[src/rtl/isd_regs.svh]
// Purpose: Constants for the interface strobe decoder.
// Assumes: 100 MHz system clock, 1 MHz conversion clock.
// Notes: Behaviour list follows.
// Behaviour
// [RULE1] Separate strobe per analog sub-assembly.
// [RULE2] Frequency-control strobe has extra qualifier enable.
// [RULE3] Wait about 2 us before decoder enable.
// [RULE4] Delay counted on conversion clock only.
// [RULE5] First decoder uses select bits 1..3.
// [RULE6] Second decoder uses select bits 0..2.
// [RULE7] Buffer address and data onto cable.
// [RULE8] One strobe pulse per sub-assembly write.
// [RULE9] Controller supplies 1 MHz conversion clock.
// [RULE10] Enabled decoder drives only selected output low.
// [RULE11] Two conversion edges delay; release on request fall.
`ifndef ISD_REGS_SVH
`define ISD_REGS_SVH
`define ISD_ENA_DELAY_US 2
`define ISD_CONV_CLK_MHZ 1
`define ISD_ENA_EDGES (`ISD_ENA_DELAY_US * `ISD_CONV_CLK_MHZ)
`define ISD_SUB_RF 2'h0
`define ISD_SUB_FC 2'h1
`define ISD_SUB_IF 2'h2
`define ISD_SUB_LOG 2'h3
`endif

[src/rtl/isd_pkg.sv]
// Purpose: Types for the interface strobe decoder.
// Assumes: Included constants header holds the numbers.
// Notes: One-hot delay states.
package isd_pkg;
   typedef enum logic [2:0] {
      ISD_IDLE = 3'h1,
      ISD_WAIT = 3'h2,
      ISD_ENA = 3'h4
   } isd_state_t;
   typedef logic [7:0] isd_byte_t;
endpackage

[src/rtl/isd_dec3to8.sv]
// Purpose: Active-low 3-to-8 decoder with active-low enable.
// Assumes: Select is steady while enabled.
// Notes: Outputs registered so glitches never reach the cable.
`timescale 1ns/1ps
module isd_dec3to8 (
   input wire logic clk_sys,
   input wire logic rst_b,
   input wire logic enable_n,
   input wire logic [2:0] sel,
   output logic [7:0] out_n
);
   // [RULE10] One low output when enabled; all high otherwise or in reset.
   always_ff @(posedge clk_sys) begin
      if (!rst_b || enable_n) begin
         out_n <= 8'hff;
      end else begin
         out_n <= ~(8'h01 << sel);
      end
   end
endmodule

[src/rtl/isd_strobe_decoder.sv]
// Purpose: Analog-bus strobe timing and on-board strobe select decoding.
// Assumes: All inputs synchronous to clk_sys; conversion clock sampled as a level.
// Notes: Strobes are registered and active low, except the active-high counter loads.
`timescale 1ns/1ps
`include "isd_regs.svh"
module isd_strobe_decoder #(
   parameter int ENA_EDGES = `ISD_ENA_EDGES
) (
   input wire logic clk_sys,
   input wire logic rst_b,
   input wire logic analog_bus_request,
   input wire logic conversion_clock_1mhz,
   input wire logic [1:0] analog_target,
   input wire logic iface_strobe_req,
   input wire logic iface_bank_sel,
   input wire logic iface_select_bit0,
   input wire logic iface_select_bit1,
   input wire logic iface_select_bit2,
   input wire logic iface_select_bit3,
   input wire isd_pkg::isd_byte_t ctrl_addr,
   input wire isd_pkg::isd_byte_t ctrl_data,
   output isd_pkg::isd_byte_t cable_addr,
   output isd_pkg::isd_byte_t cable_data,
   output logic rf_assembly_strobe_n,
   output logic freq_ctrl_assembly_strobe_n,
   output logic if_assembly_strobe_n,
   output logic logamp_assembly_strobe_n,
   output logic freq_ctrl_strobe_qualifier,
   output logic keypad_scan_strobe_n,
   output logic converter_load1_n,
   output logic converter_load2_n,
   output logic converter_load3_n,
   output logic sampler_reg1_strobe_n,
   output logic keypad_sense_strobe_n,
   output logic irq_priority_read_n,
   output logic sampler_data1_read_n,
   output logic converter_data0_strobe_n,
   output logic counter_load0,
   output logic counter_load1,
   output logic knob_read_n,
   output logic sampler_reg0_strobe_n
);
   import isd_pkg::*;

   isd_state_t state_r;
   logic conv_d_r;
   logic req_d_r;
   logic [7:0] edge_cnt_r;
   logic conv_rise;
   logic req_fall;
   logic last_edge;
   logic sub_ena_n;
   logic [2:0] sub_sel;
   logic [7:0] sub_dec_n;
   logic dec1_ena_n;
   logic dec2_ena_n;
   logic [2:0] dec1_sel;
   logic [2:0] dec2_sel;
   logic [7:0] dec1_n;
   logic [7:0] dec2_n;

   // Packs three separate select pins into a decoder code, first argument most significant.
   // Both on-board decoders share the middle pins, so one helper keeps their order consistent.
   function automatic logic [2:0] pack_sel(
      input logic b_hi,
      input logic b_mid,
      input logic b_lo
   );
      pack_sel = {b_hi, b_mid, b_lo};
   endfunction

   // Active-low enable of one on-board decoder bank.
   // The two banks share one request pin; the bank select opens only one of them at a time.
   function automatic logic bank_enable_n(
      input logic req,
      input logic bank,
      input logic want_bank
   );
      bank_enable_n = ~(req & (bank == want_bank));
   endfunction

   // Edge history of the conversion clock and the request.
   always_ff @(posedge clk_sys) begin
      if (!rst_b) begin
         conv_d_r <= 1'b0;
         req_d_r <= 1'b0;
      end else begin
         conv_d_r <= conversion_clock_1mhz;
         req_d_r <= analog_bus_request;
      end
   end

   // [RULE4] Timing taken from the conversion clock only.
   assign conv_rise = conversion_clock_1mhz & ~conv_d_r;
   assign req_fall = req_d_r & ~analog_bus_request;

   // [RULE4] Conversion edges seen while waiting; cleared whenever the machine is idle.
   // Counting only these edges means a stopped conversion clock holds the count still.
   always_ff @(posedge clk_sys) begin
      if (!rst_b) begin
         edge_cnt_r <= 8'h00;
      end else if (state_r == ISD_IDLE) begin
         edge_cnt_r <= 8'h00;
      end else if (state_r == ISD_WAIT && analog_bus_request && conv_rise) begin
         edge_cnt_r <= edge_cnt_r + 8'h01;
      end
   end

   // [RULE11] True while the next conversion edge completes the delay.
   assign last_edge = (edge_cnt_r + 8'h01 >= 8'(ENA_EDGES));

   // [RULE3] Delayed enable; a stopped clock leaves it waiting forever.
   always_ff @(posedge clk_sys) begin
      if (!rst_b) begin
         state_r <= ISD_IDLE;
      end else begin
         unique case (state_r)
            ISD_IDLE: begin
               if (analog_bus_request && !req_d_r) begin
                  state_r <= ISD_WAIT;
               end
            end
            ISD_WAIT: begin
               // [RULE11] Count two conversion edges, abort on request fall.
               if (!analog_bus_request) begin
                  state_r <= ISD_IDLE;
               end else if (conv_rise && last_edge) begin
                  state_r <= ISD_ENA;
               end
            end
            ISD_ENA: begin
               // [RULE11] Enable released as the request falls.
               if (req_fall || !analog_bus_request) begin
                  state_r <= ISD_IDLE;
               end
            end
            default: state_r <= ISD_IDLE;
         endcase
      end
   end

   // The strobe decoder adds one register stage, so strobes trail the enable by a cycle.
   assign sub_ena_n = (state_r != ISD_ENA);
   // Only four of the eight decoder outputs are used, so the top select bit is tied low.
   assign sub_sel = {1'b0, analog_target};

   // [RULE1] Sub-assembly strobe demultiplexer, one pulse per request.
   isd_dec3to8 u_sub_dec (
      .clk_sys(clk_sys),
      .rst_b(rst_b),
      .enable_n(sub_ena_n),
      .sel(sub_sel),
      .out_n(sub_dec_n)
   );

   // [RULE8] Each write request yields one low pulse on its strobe.
   assign rf_assembly_strobe_n = sub_dec_n[`ISD_SUB_RF];
   assign freq_ctrl_assembly_strobe_n = sub_dec_n[`ISD_SUB_FC];
   assign if_assembly_strobe_n = sub_dec_n[`ISD_SUB_IF];
   assign logamp_assembly_strobe_n = sub_dec_n[`ISD_SUB_LOG];

   // [RULE2] Qualifier high while the frequency-control target is enabled.
   always_ff @(posedge clk_sys) begin
      if (!rst_b) begin
         freq_ctrl_strobe_qualifier <= 1'b0;
      end else begin
         freq_ctrl_strobe_qualifier <= (state_r == ISD_ENA) &&
            (analog_target == `ISD_SUB_FC);
      end
   end

   // [RULE7] Address and data buffered onto the control cable.
   always_ff @(posedge clk_sys) begin
      if (!rst_b) begin
         cable_addr <= 8'h00;
         cable_data <= 8'h00;
      end else begin
         cable_addr <= ctrl_addr;
         cable_data <= ctrl_data;
      end
   end

   // Decoder selects and bank enables; the first bank skips pin 0, the second skips pin 3.
   assign dec1_sel = pack_sel(iface_select_bit3, iface_select_bit2, iface_select_bit1);
   assign dec2_sel = pack_sel(iface_select_bit2, iface_select_bit1, iface_select_bit0);
   assign dec1_ena_n = bank_enable_n(iface_strobe_req, iface_bank_sel, 1'b0);
   assign dec2_ena_n = bank_enable_n(iface_strobe_req, iface_bank_sel, 1'b1);

   // [RULE5] First decoder on select bits 3..1.
   isd_dec3to8 u_dec1 (
      .clk_sys(clk_sys),
      .rst_b(rst_b),
      .enable_n(dec1_ena_n),
      .sel(dec1_sel),
      .out_n(dec1_n)
   );

   // [RULE6] Second decoder on select bits 2..0.
   isd_dec3to8 u_dec2 (
      .clk_sys(clk_sys),
      .rst_b(rst_b),
      .enable_n(dec2_ena_n),
      .sel(dec2_sel),
      .out_n(dec2_n)
   );

   // Codes 1, 5 and 6 of the first decoder drive nothing.
   assign keypad_scan_strobe_n = dec1_n[0];
   assign converter_load1_n = dec1_n[2];
   assign converter_load2_n = dec1_n[3];
   assign converter_load3_n = dec1_n[4];
   assign sampler_reg1_strobe_n = dec1_n[7];

   // Counter loads are active high, so those lines are inverted.
   assign keypad_sense_strobe_n = dec2_n[0];
   assign irq_priority_read_n = dec2_n[1];
   assign sampler_data1_read_n = dec2_n[2];
   assign converter_data0_strobe_n = dec2_n[3];
   assign counter_load0 = ~dec2_n[4];
   assign counter_load1 = ~dec2_n[5];
   assign knob_read_n = dec2_n[6];
   assign sampler_reg0_strobe_n = dec2_n[7];
endmodule

[config.mk]
export PLATFORM = sky130hd
export DESIGN_NAME = isd_strobe_decoder
export DESIGN_NICKNAME = d
export VERILOG_FILES = /design/src/rtl/isd_pkg.sv /design/src/rtl/isd_dec3to8.sv /design/src/rtl/isd_strobe_decoder.sv
export VERILOG_INCLUDE_DIRS = /design/src /design/src/rtl
export SDC_FILE = /design/constraint.sdc
export NUM_CORES = 1
export LEC_CHECK = 0
export BUFFER_PORTS_ARGS = -buffer_cell sky130_fd_sc_hd__buf_2
export CAP_MARGIN = 10
export CORE_MARGIN = 2
export CORE_UTILIZATION = 30
export DETAILED_ROUTE_END_ITERATION = 16
export PLACE_DENSITY_LB_ADDON = 0.3
export SLEW_MARGIN = 20
export SYNTH_ARGS = -nofsm -noshare
export SYNTH_HDL_FRONTEND = slang
export SYNTH_HIERARCHICAL = 1
export SYNTH_SLANG_ARGS = --single-unit
export TNS_END_PERCENT = 1
[constraint.sdc]
create_clock -name clk_sys -period 2 [get_ports clk_sys]
set_input_delay 0.2 -clock clk_sys [delete_from_list [all_inputs] [get_ports clk_sys]]
set_output_delay 0.2 -clock clk_sys [all_outputs]
set_load 0.005 [all_outputs]
==> results of run 1 <==
-- flip-flops by register name, summed over array words and instances, names as in the netlist --
signal,flops
cable_addr,8
cable_data,8
conv_d_r,1
edge_cnt_r,8
freq_ctrl_strobe_qualifier,1
req_d_r,1
state_r,3
u_dec1/out_n,5
u_dec2/out_n,8
u_sub_dec/out_n,4
-- placed cells by master, fill, tap and decap left out, types with 3 or more instances in the layout --
cell / instances
nor3b_2: 3
clkbuf_8: 7
a211o_1: 3
nand2b_1: 5
buf_2: 61
dfxtp_1: 47
or3b_2: 3
and3b_2: 3
xor2_1: 6
buf_4: 3
nor3_1: 4
nand2_1: 25
nor2_1: 8
and2_1: 18
xnor2_1: 3
inv_1: 5
nor2b_1: 6
nand4_1: 4
nand3_1: 7
-- path summary, 6_finish.rpt --
kind	slack (ns)	start	end	depth (start not counted)
worst min register to register	0.49	edge_cnt_r[1]	edge_cnt_r[1]	2
worst min-delay path	0.08	analog_target[1]	freq_ctrl_strobe_qualifier	2
worst max register to register	0.29	edge_cnt_r[2]	state_r[2]	4
worst max-delay path	0.29	edge_cnt_r[2]	state_r[2]	4
-- stage by stage --
step | worst slack [ns] | cell area, sq um | util
floorplan | 0.329 | 1770 | -
global placement | 0.324 | 2150 | 0.383
detailed placement | 0.303 | 2150 | 0.383
CTS | 0.290 | 2250 | 0.402
global route | 0.182 | 2250 | 0.402
finish | 0.295 | 2250 | 0.402
-- power groups by stage --
| stage | sequential (mW) | combinational [mW] | clock (mW) |
|---|---|---|---|
| floorplan | 0.993 | 0.0692 | 0 |
| global placement | 0.995 | 0.134 | 0 |
| detailed placement | 0.996 | 0.135 | 0 |
| CTS | 0.974 | 0.135 | 0.650 |
| global route | 0.978 | 0.152 | 0.678 |
| finish | 0.973 | 0.133 | 0.627 |
-- layout make-up --
cell class,instances,area [sq um],area share
flip-flops and latches,47,941,0.418
multi-input cells,122,771,0.342
repair buffers,64,328,0.146
clock buffers,7,96.3,0.0428
well taps,72,90.1,0.0400
inverters,5,18.8,0.00833
clock inverters,1,7.51,0.00333
-- worst register-to-register path: stages (launching register included) --
cell and delay (ns):
dfxtp_1 0.36, and3_1 0.27, a211o_1 0.28, a2111o_1 0.44, a211o_1 0.26
-- per-layer routing --
layer | global-route usage | vias up | share of wire
met5 | 0 | - | 0
met4 | 0.0610 | 0 | 0.022
met3 | 0.0256 | 6 | 0.061
met2 | 0.173 | 40 | 0.46
met1 | 0.132 | 604 | 0.45
li1 | - | 731 | -
==> impl_metrics.tcl, run 1 <==
set metrics [dict create \
    first_pass_iters 4 \
    vias 1381 \
    ir_drop_mv 0.350 \
    syn_inst 181 \
    yosysWarnings 6 \
    placed_cells 310 \
    grt_setup_unrepaired "false" \
    grt-ovfl-total 0 \
    grt.total_usage 0.107 \
    combPwrFrac 0.077 \
    finClkSkew_ns 0.00443 \
    timing.critical_path.cells "and3_1 -> a211o_1 -> a2111o_1 -> a211o_1" \
    dp_hpwl_microns 2440 \
    cp.required_ns 2.19 \
    p_sw_uw 388 \
    die_area_sq_um 6520 \
    wl_per_cell_microns 10.3 \
    status "finished, final reports clean" \
    synthesis.area_sq_um 1770 \
    critPathLaunchType "register" \
    finalMaxSlewViolations 0 \
    avgViaCountPerCell 4.34 \
    power.share.clock 0.362 \
    setup_viol 0 \
    cts.sinks 47 \
    post_synth.cell_area_avg_sq_um 9.76 \
    wl_microns 3270 \
    postCtsSetupRepairBufs 0 \
    maxCapViolations 0 \
    fp-row-count 27 \
    critical_path_arrival_ns 1.89 \
    fillers 604 \
    hold_viol 0 \
    fin_crit_ns 1.71 \
    drive_above_1_share 0.337 \
    timing.fmax_mhz 587 \
    p_total_mw 1.73 \
    tns_ns 0 \
    cts_made_buffers 5 \
    path_buf_inv 0 \
    post_cts_resized 0 \
    whs_ns 0.0821 \
    fin_nets 275 \
    die_w_microns 80.7 \
    drc 0 \
    p_sw_frac 0.224 \
    postCtsHoldBufs 0 \
    area_growth_pct 27.5 \
    worst-setup-path-type "reg -> reg" \
    min_path_type "in -> reg" \
    antenna_found_initial 0 \
    cp_top_family "compound AO/OA/AOI/OAI gates" \
    grt_pass1_vias 1277 \
    drtIter0Drc 43 \
    place_congestion 0.762 \
    cpMaxStageDelayCell "a2111o_1" \
    seqPwrFrac 0.562 \
    h-tree-depth 2 \
    crit_fanout 7 \
    coreArea_sq_um 5610 \
    instances_no_fill 318 \
    end_kind "register" \
    die_y_microns 80.7 \
    pwr_density_cell_nw_per_um2 769 \
    crit_top_cell "a211o_1" \
    antenna_left 0 \
    grt_max_degree 19 \
    ios 62 \
    portBuffers 61 \
    p_int_mw 1.34 \
    cts_tree "yes" \
    fin_crit_sh 0.853 \
    insertion_delay_ns 0.29 \
    clock_path_buffers 2 \
    leakage_nw 0.996 \
    root_buffer "clkbuf_8" \
    max_stage_delay_ns 0.44 \
    clk_pin_slew_ns 0.09 \
    n_antenna_cell 0 \
    grt_pass1_wl_microns 5430 \
    initial_utilization 0.315 \
]
No activity file was read; power rests on OpenSTA's default activity.
==> inputs of run 2 (changes only) <==
==> constraint.sdc (replaced) <==
create_clock -name clk_sys -period 1.9 [get_ports clk_sys]
set_input_delay 0.19 -clock clk_sys [delete_from_list [all_inputs] [get_ports clk_sys]]
set_output_delay 0.19 -clock clk_sys [all_outputs]
set_load 0.005 [all_outputs]
==> run 2 against run 1 <==
  * First-iteration DRC count increased by 51%
  * Total power increased by 9.6%
  * Combinational power is 6% higher
  * Design area rose by 0.50%
  * Utilization grew 0.20 points
  * Routed wire length is 6.5% higher
  * Critical path type unchanged
  * Clock-buffer cell count shrank 2
  * Critical endpoint unchanged
==> impl_metrics.tcl, run 2 (synthesis results as in run 1) <==
set metrics [dict create \
    drive_above_1_share 0.337 \
    critPathLaunchType "register" \
    clk_pin_slew_ns 0.09 \
    grt_pass1_vias 1279 \
    fin_crit_sh 0.905 \
    status "finished, final reports clean" \
    post_cts_resized 0 \
    hold-path-cell-count 2 \
    drtIter0Drc 65 \
    seqPwrFrac 0.540 \
    die_w_microns 80.7 \
    cts_made_buffers 5 \
    cts.sinks 47 \
    pre_cts_slack_ns 0.191 \
    area_growth_pct 28.1 \
    worst-setup-path-type "reg -> reg" \
    coreArea_sq_um 5610 \
    grt_pass1_wl_microns 5630 \
    leakage_nw 1.00 \
    pwr_density_cell_nw_per_um2 839 \
    tns_ns 0 \
    ir_drop_mv 0.366 \
    setup_viol 0 \
    avgViaCountPerCell 4.42 \
    die_area_sq_um 6520 \
    p_sw_uw 418 \
    clock_path_buffers 2 \
    wl_per_cell_microns 11.0 \
    vias 1404 \
    portBuffers 61 \
    fin_nets 275 \
    fin_ws_ns 0.180 \
    finClkSkew_ns 0.00664 \
    dp_hpwl_microns 2590 \
    maxCapViolations 0 \
    antenna_found_initial 0 \
    layout_common_cells "buf_2 (61), dfxtp_1 (47), nand2_1 (25)" \
    wl_microns 3490 \
    antenna_left 0 \
    fillers 596 \
    hold_viol 0 \
    postCtsHoldBufs 0 \
    n_antenna_cell 0 \
    root_buffer "clkbuf_8" \
    h-tree-depth 2 \
    end_kind "register" \
    ios 62 \
    place_congestion 0.789 \
    critical_path_arrival_ns 1.91 \
    combPwrFrac 0.074 \
    p_sw_frac 0.220 \
    die_y_microns 80.7 \
    initial_utilization 0.315 \
    instances_no_fill 318 \
    grt_max_degree 17 \
    finalMaxSlewViolations 0 \
    min_path_type "in -> reg" \
    grt_setup_unrepaired "false" \
    grt-ovfl-total 0 \
    postCtsSetupRepairBufs 0 \
    fp-row-count 27 \
    insertion_delay_ns 0.30 \
    grt.total_usage 0.112 \
    fin_crit_ns 1.72 \
    power.share.clock 0.386 \
    timing.fmax_mhz 581 \
    p_int_mw 1.48 \
    reg2reg_depth 4 \
    cp.required_ns 2.09 \
    first_pass_iters 4 \
    drc 0 \
    placed_cells 310 \
    layout_commonest_cell "buf_2" \
    crit_fanout 7 \
    cts_tree "yes" \
]
[run 2: path summary, 6_finish.rpt]
path                         start  slack [ns]                         end
setup reg to reg     edge_cnt_r[2]        0.18                  state_r[2]
setup / recovery     edge_cnt_r[2]        0.18                  state_r[2]
hold reg to reg      edge_cnt_r[1]        0.49               edge_cnt_r[1]
hold / removal    analog_target[1]        0.07  freq_ctrl_strobe_qualifier
[run 2: area by class of cell]
cell class | instances | area, sq um | area share
Timing Repair Buffer | 64 | 328 | 0.145
Multi-Input combinational cell | 122 | 771 | 0.341
Inverter | 5 | 18.8 | 0.00829
Clock buffer | 5 | 68.8 | 0.0304
Tap cell | 72 | 90.1 | 0.0398
Sequential cell | 47 | 941 | 0.416
Clock inverter | 3 | 46.3 | 0.0205
[run 2: power by group through the flow]
stage / Combinational, mW / Clock, mW / Sequential (mW)
after detailed placement: 0.143 / 0 / 1.05
after CTS: 0.143 / 0.768 / 1.03
after floorplan: 0.0729 / 0 / 1.05
after global routing: 0.160 / 0.809 / 1.03
final: 0.141 / 0.733 / 1.02
after global placement: 0.141 / 0 / 1.05
[run 2: per-layer routing]
metal,part of all wire,vias up,global-route usage
li1,-,725,-
met4,0.015,0,0.0508
met3,0.067,4,0.0344
met1,0.44,637,0.134
met2,0.48,38,0.185
met5,0,-,0
[run 2: through the flow]
stage	hold WS (ns)	util	total power, mW	instance area, sq um
2_1_floorplan	0.262	-	1.12	1770
3_3_place_gp	0.395	0.383	1.19	2150
3_5_place_dp	0.394	0.383	1.19	2150
4_1_cts	0.0612	0.404	1.94	2260
5_1_grt	0.0776	0.404	2.00	2260
6_report	0.0693	0.404	1.90	2260
[run 2: critical path, cell delays in order (launching register included)]
cell and delay [ns]:
dfxtp_1 0.36, and3_1 0.27, a211o_1 0.28, a2111o_1 0.44, a211o_1 0.26
==> inputs of run 3 (changes only) <==
--- a/config.mk
+++ b/config.mk
@@ -9,10 +9,10 @@
 export BUFFER_PORTS_ARGS = -buffer_cell sky130_fd_sc_hd__buf_2
 export CAP_MARGIN = 10
 export CORE_MARGIN = 2
-export CORE_UTILIZATION = 30
+export CORE_UTILIZATION = 49
 export DETAILED_ROUTE_END_ITERATION = 16
 export PLACE_DENSITY_LB_ADDON = 0.3
-export SLEW_MARGIN = 20
+export SLEW_MARGIN = 10
 export SYNTH_ARGS = -nofsm -noshare
 export SYNTH_HDL_FRONTEND = slang
 export SYNTH_HIERARCHICAL = 1
==> run 3 against run 2 <==
  * Total power down 15%
  * Final cell count down 7.2%
  * Sequential share of layout area grew 1.1 points
  * Routed wire length fell by 7.3%
  * Via count grew 1.0%
  * Non-clock buffer count up 3
  * Utilization grew 25 points
  * Clock skew grew 0.00078 ns
  * Clock power shrank 39%
  * First-iteration DRC count fell by 22%
  * Critical endpoint unchanged
  * Largest power group unchanged
  * Highest routed layer unchanged
==> impl_metrics.tcl, run 3 (synthesis results as in run 1) <==
set metrics [dict create \
    status "finished, final reports clean" \
    maxCapViolations 0 \
    fp-row-count 21 \
    cts_tree "yes" \
    vias 1418 \
    insertion_delay_ns 0.35 \
    hold_start "iface_select_bit3" \
    setup_viol 0 \
    wl_per_cell_microns 11.0 \
    layout_commonest_cell "buf_2" \
    h-tree-depth 2 \
    root_buffer "clkbuf_4" \
    drive_above_1_share 0.333 \
    timing.fmax_mhz 574 \
    die_w_microns 64.0 \
    cts_made_buffers 5 \
    drc 0 \
    wl_microns 3230 \
    grt_pass1_vias 1266 \
    finClkSkew_ns 0.00742 \
    reg2reg_depth 4 \
    cp.required_ns 2.16 \
    n_antenna_cell 0 \
    hold_end "u_dec1/out_n[7]" \
    ios 62 \
    finalMaxSlewViolations 0 \
    avgViaCountPerCell 4.81 \
    rr_startpoint "edge_cnt_r[2]" \
    placed_cells 284 \
    fin_util 0.650 \
    initial_utilization 0.521 \
    finish.instance_area_sq_um 2200 \
    worst-setup-path-type "reg -> reg" \
    min_path_type "in -> reg" \
    antenna_found_initial 0 \
    leakage_nw 0.986 \
    pwr_density_cell_nw_per_um2 734 \
    antenna_left 0 \
    fin_nets 278 \
    grt_pass1_wl_microns 5710 \
    reg2reg_to "state_r[2]" \
    clock_path_buffers 2 \
    post_cts_resized 0 \
    first_pass_iters 4 \
    grt_max_degree 23 \
    grt-ovfl-total 0 \
    place_congestion 0.851 \
    end_kind "register" \
    regToRegSetupSlack_ns 0.16 \
    die_y_microns 64.0 \
    ir_drop_mv 0.439 \
    hold_viol 0 \
    crit_fanout 7 \
    layout_common_cells "buf_2 (61), dfxtp_1 (47), nand2_1 (25)" \
    portBuffers 61 \
    die_area_sq_um 4100 \
    area_growth_pct 24.7 \
    critPathLaunchType "register" \
    instances_no_fill 295 \
    hold-path-cell-count 2 \
    placed_area_sq_um 2120 \
    cts.sinks 47 \
    drtIter0Drc 51 \
    fin_crit_sh 0.916 \
    grt_setup_unrepaired "false" \
    whs_ns 0.0323 \
    coreArea_sq_um 3390 \
    clk_pin_slew_ns 0.13 \
    dp_hpwl_microns 2370 \
    fin_crit_ns 1.74 \
    critical_path_arrival_ns 2.01 \
    tns_ns 0 \
    grt.total_usage 0.177 \
]
-- run 3: area by class of cell --
cell class / instances / area [sq um]
clock buffer: 5 / 37.5
inverter: 5 / 18.8
timing repair buffer: 67 / 358
clock inverter: 3 / 20.0
fill: 287 / 1190
multi-input combinational: 122 / 771
sequential: 47 / 941
tap: 46 / 57.6
-- run 3: power breakdown --
group,internal [mW],leakage [nW],switching (mW)
combinational,0.0774,0.573,0.0668
sequential,1.01,0.385,0.0140
clock,0.141,0.0272,0.306
total,1.23,0.986,0.386
-- run 3: routing by layer --
metal	up-vias	wire, microns	global-route usage
li1	736	-	-
met1	634	1600	0.237
met2	42	1370	0.262
met3	6	215	0.0634
met4	0	57	0.0679
met5	-	0	0
-- run 3: through the flow --
stage	setup WS, ns	total power, mW
floorplan	0.229	1.12
global placement	0.232	1.19
detailed placement	0.168	1.19
CTS	0.155	1.63
global route	0.0663	1.71
finish	0.159	1.62
-- run 3: repair_timing --
item | in CTS | in global routing
buffers inserted | 0 | 0
hold buffers | 0 | 3
endpoints found under the hold margin | 0 | 3
-- run 3: critical path: stages, from the launching register on --
cell and delay [ns]:
dfxtp_1 0.38, and3_1 0.28, a211o_1 0.28, a2111o_1 0.45, a211o_1 0.26
-- run 3: how the worst max path moves through the flow --
stage / startpoint / endpoint
floorplan: edge_cnt_r[2] / state_r[2]
global placement: edge_cnt_r[2] / state_r[2]
detailed placement: edge_cnt_r[2] / state_r[2]
CTS: edge_cnt_r[2] / state_r[2]
global route: edge_cnt_r[2] / state_r[2]
finish: edge_cnt_r[2] / state_r[2]
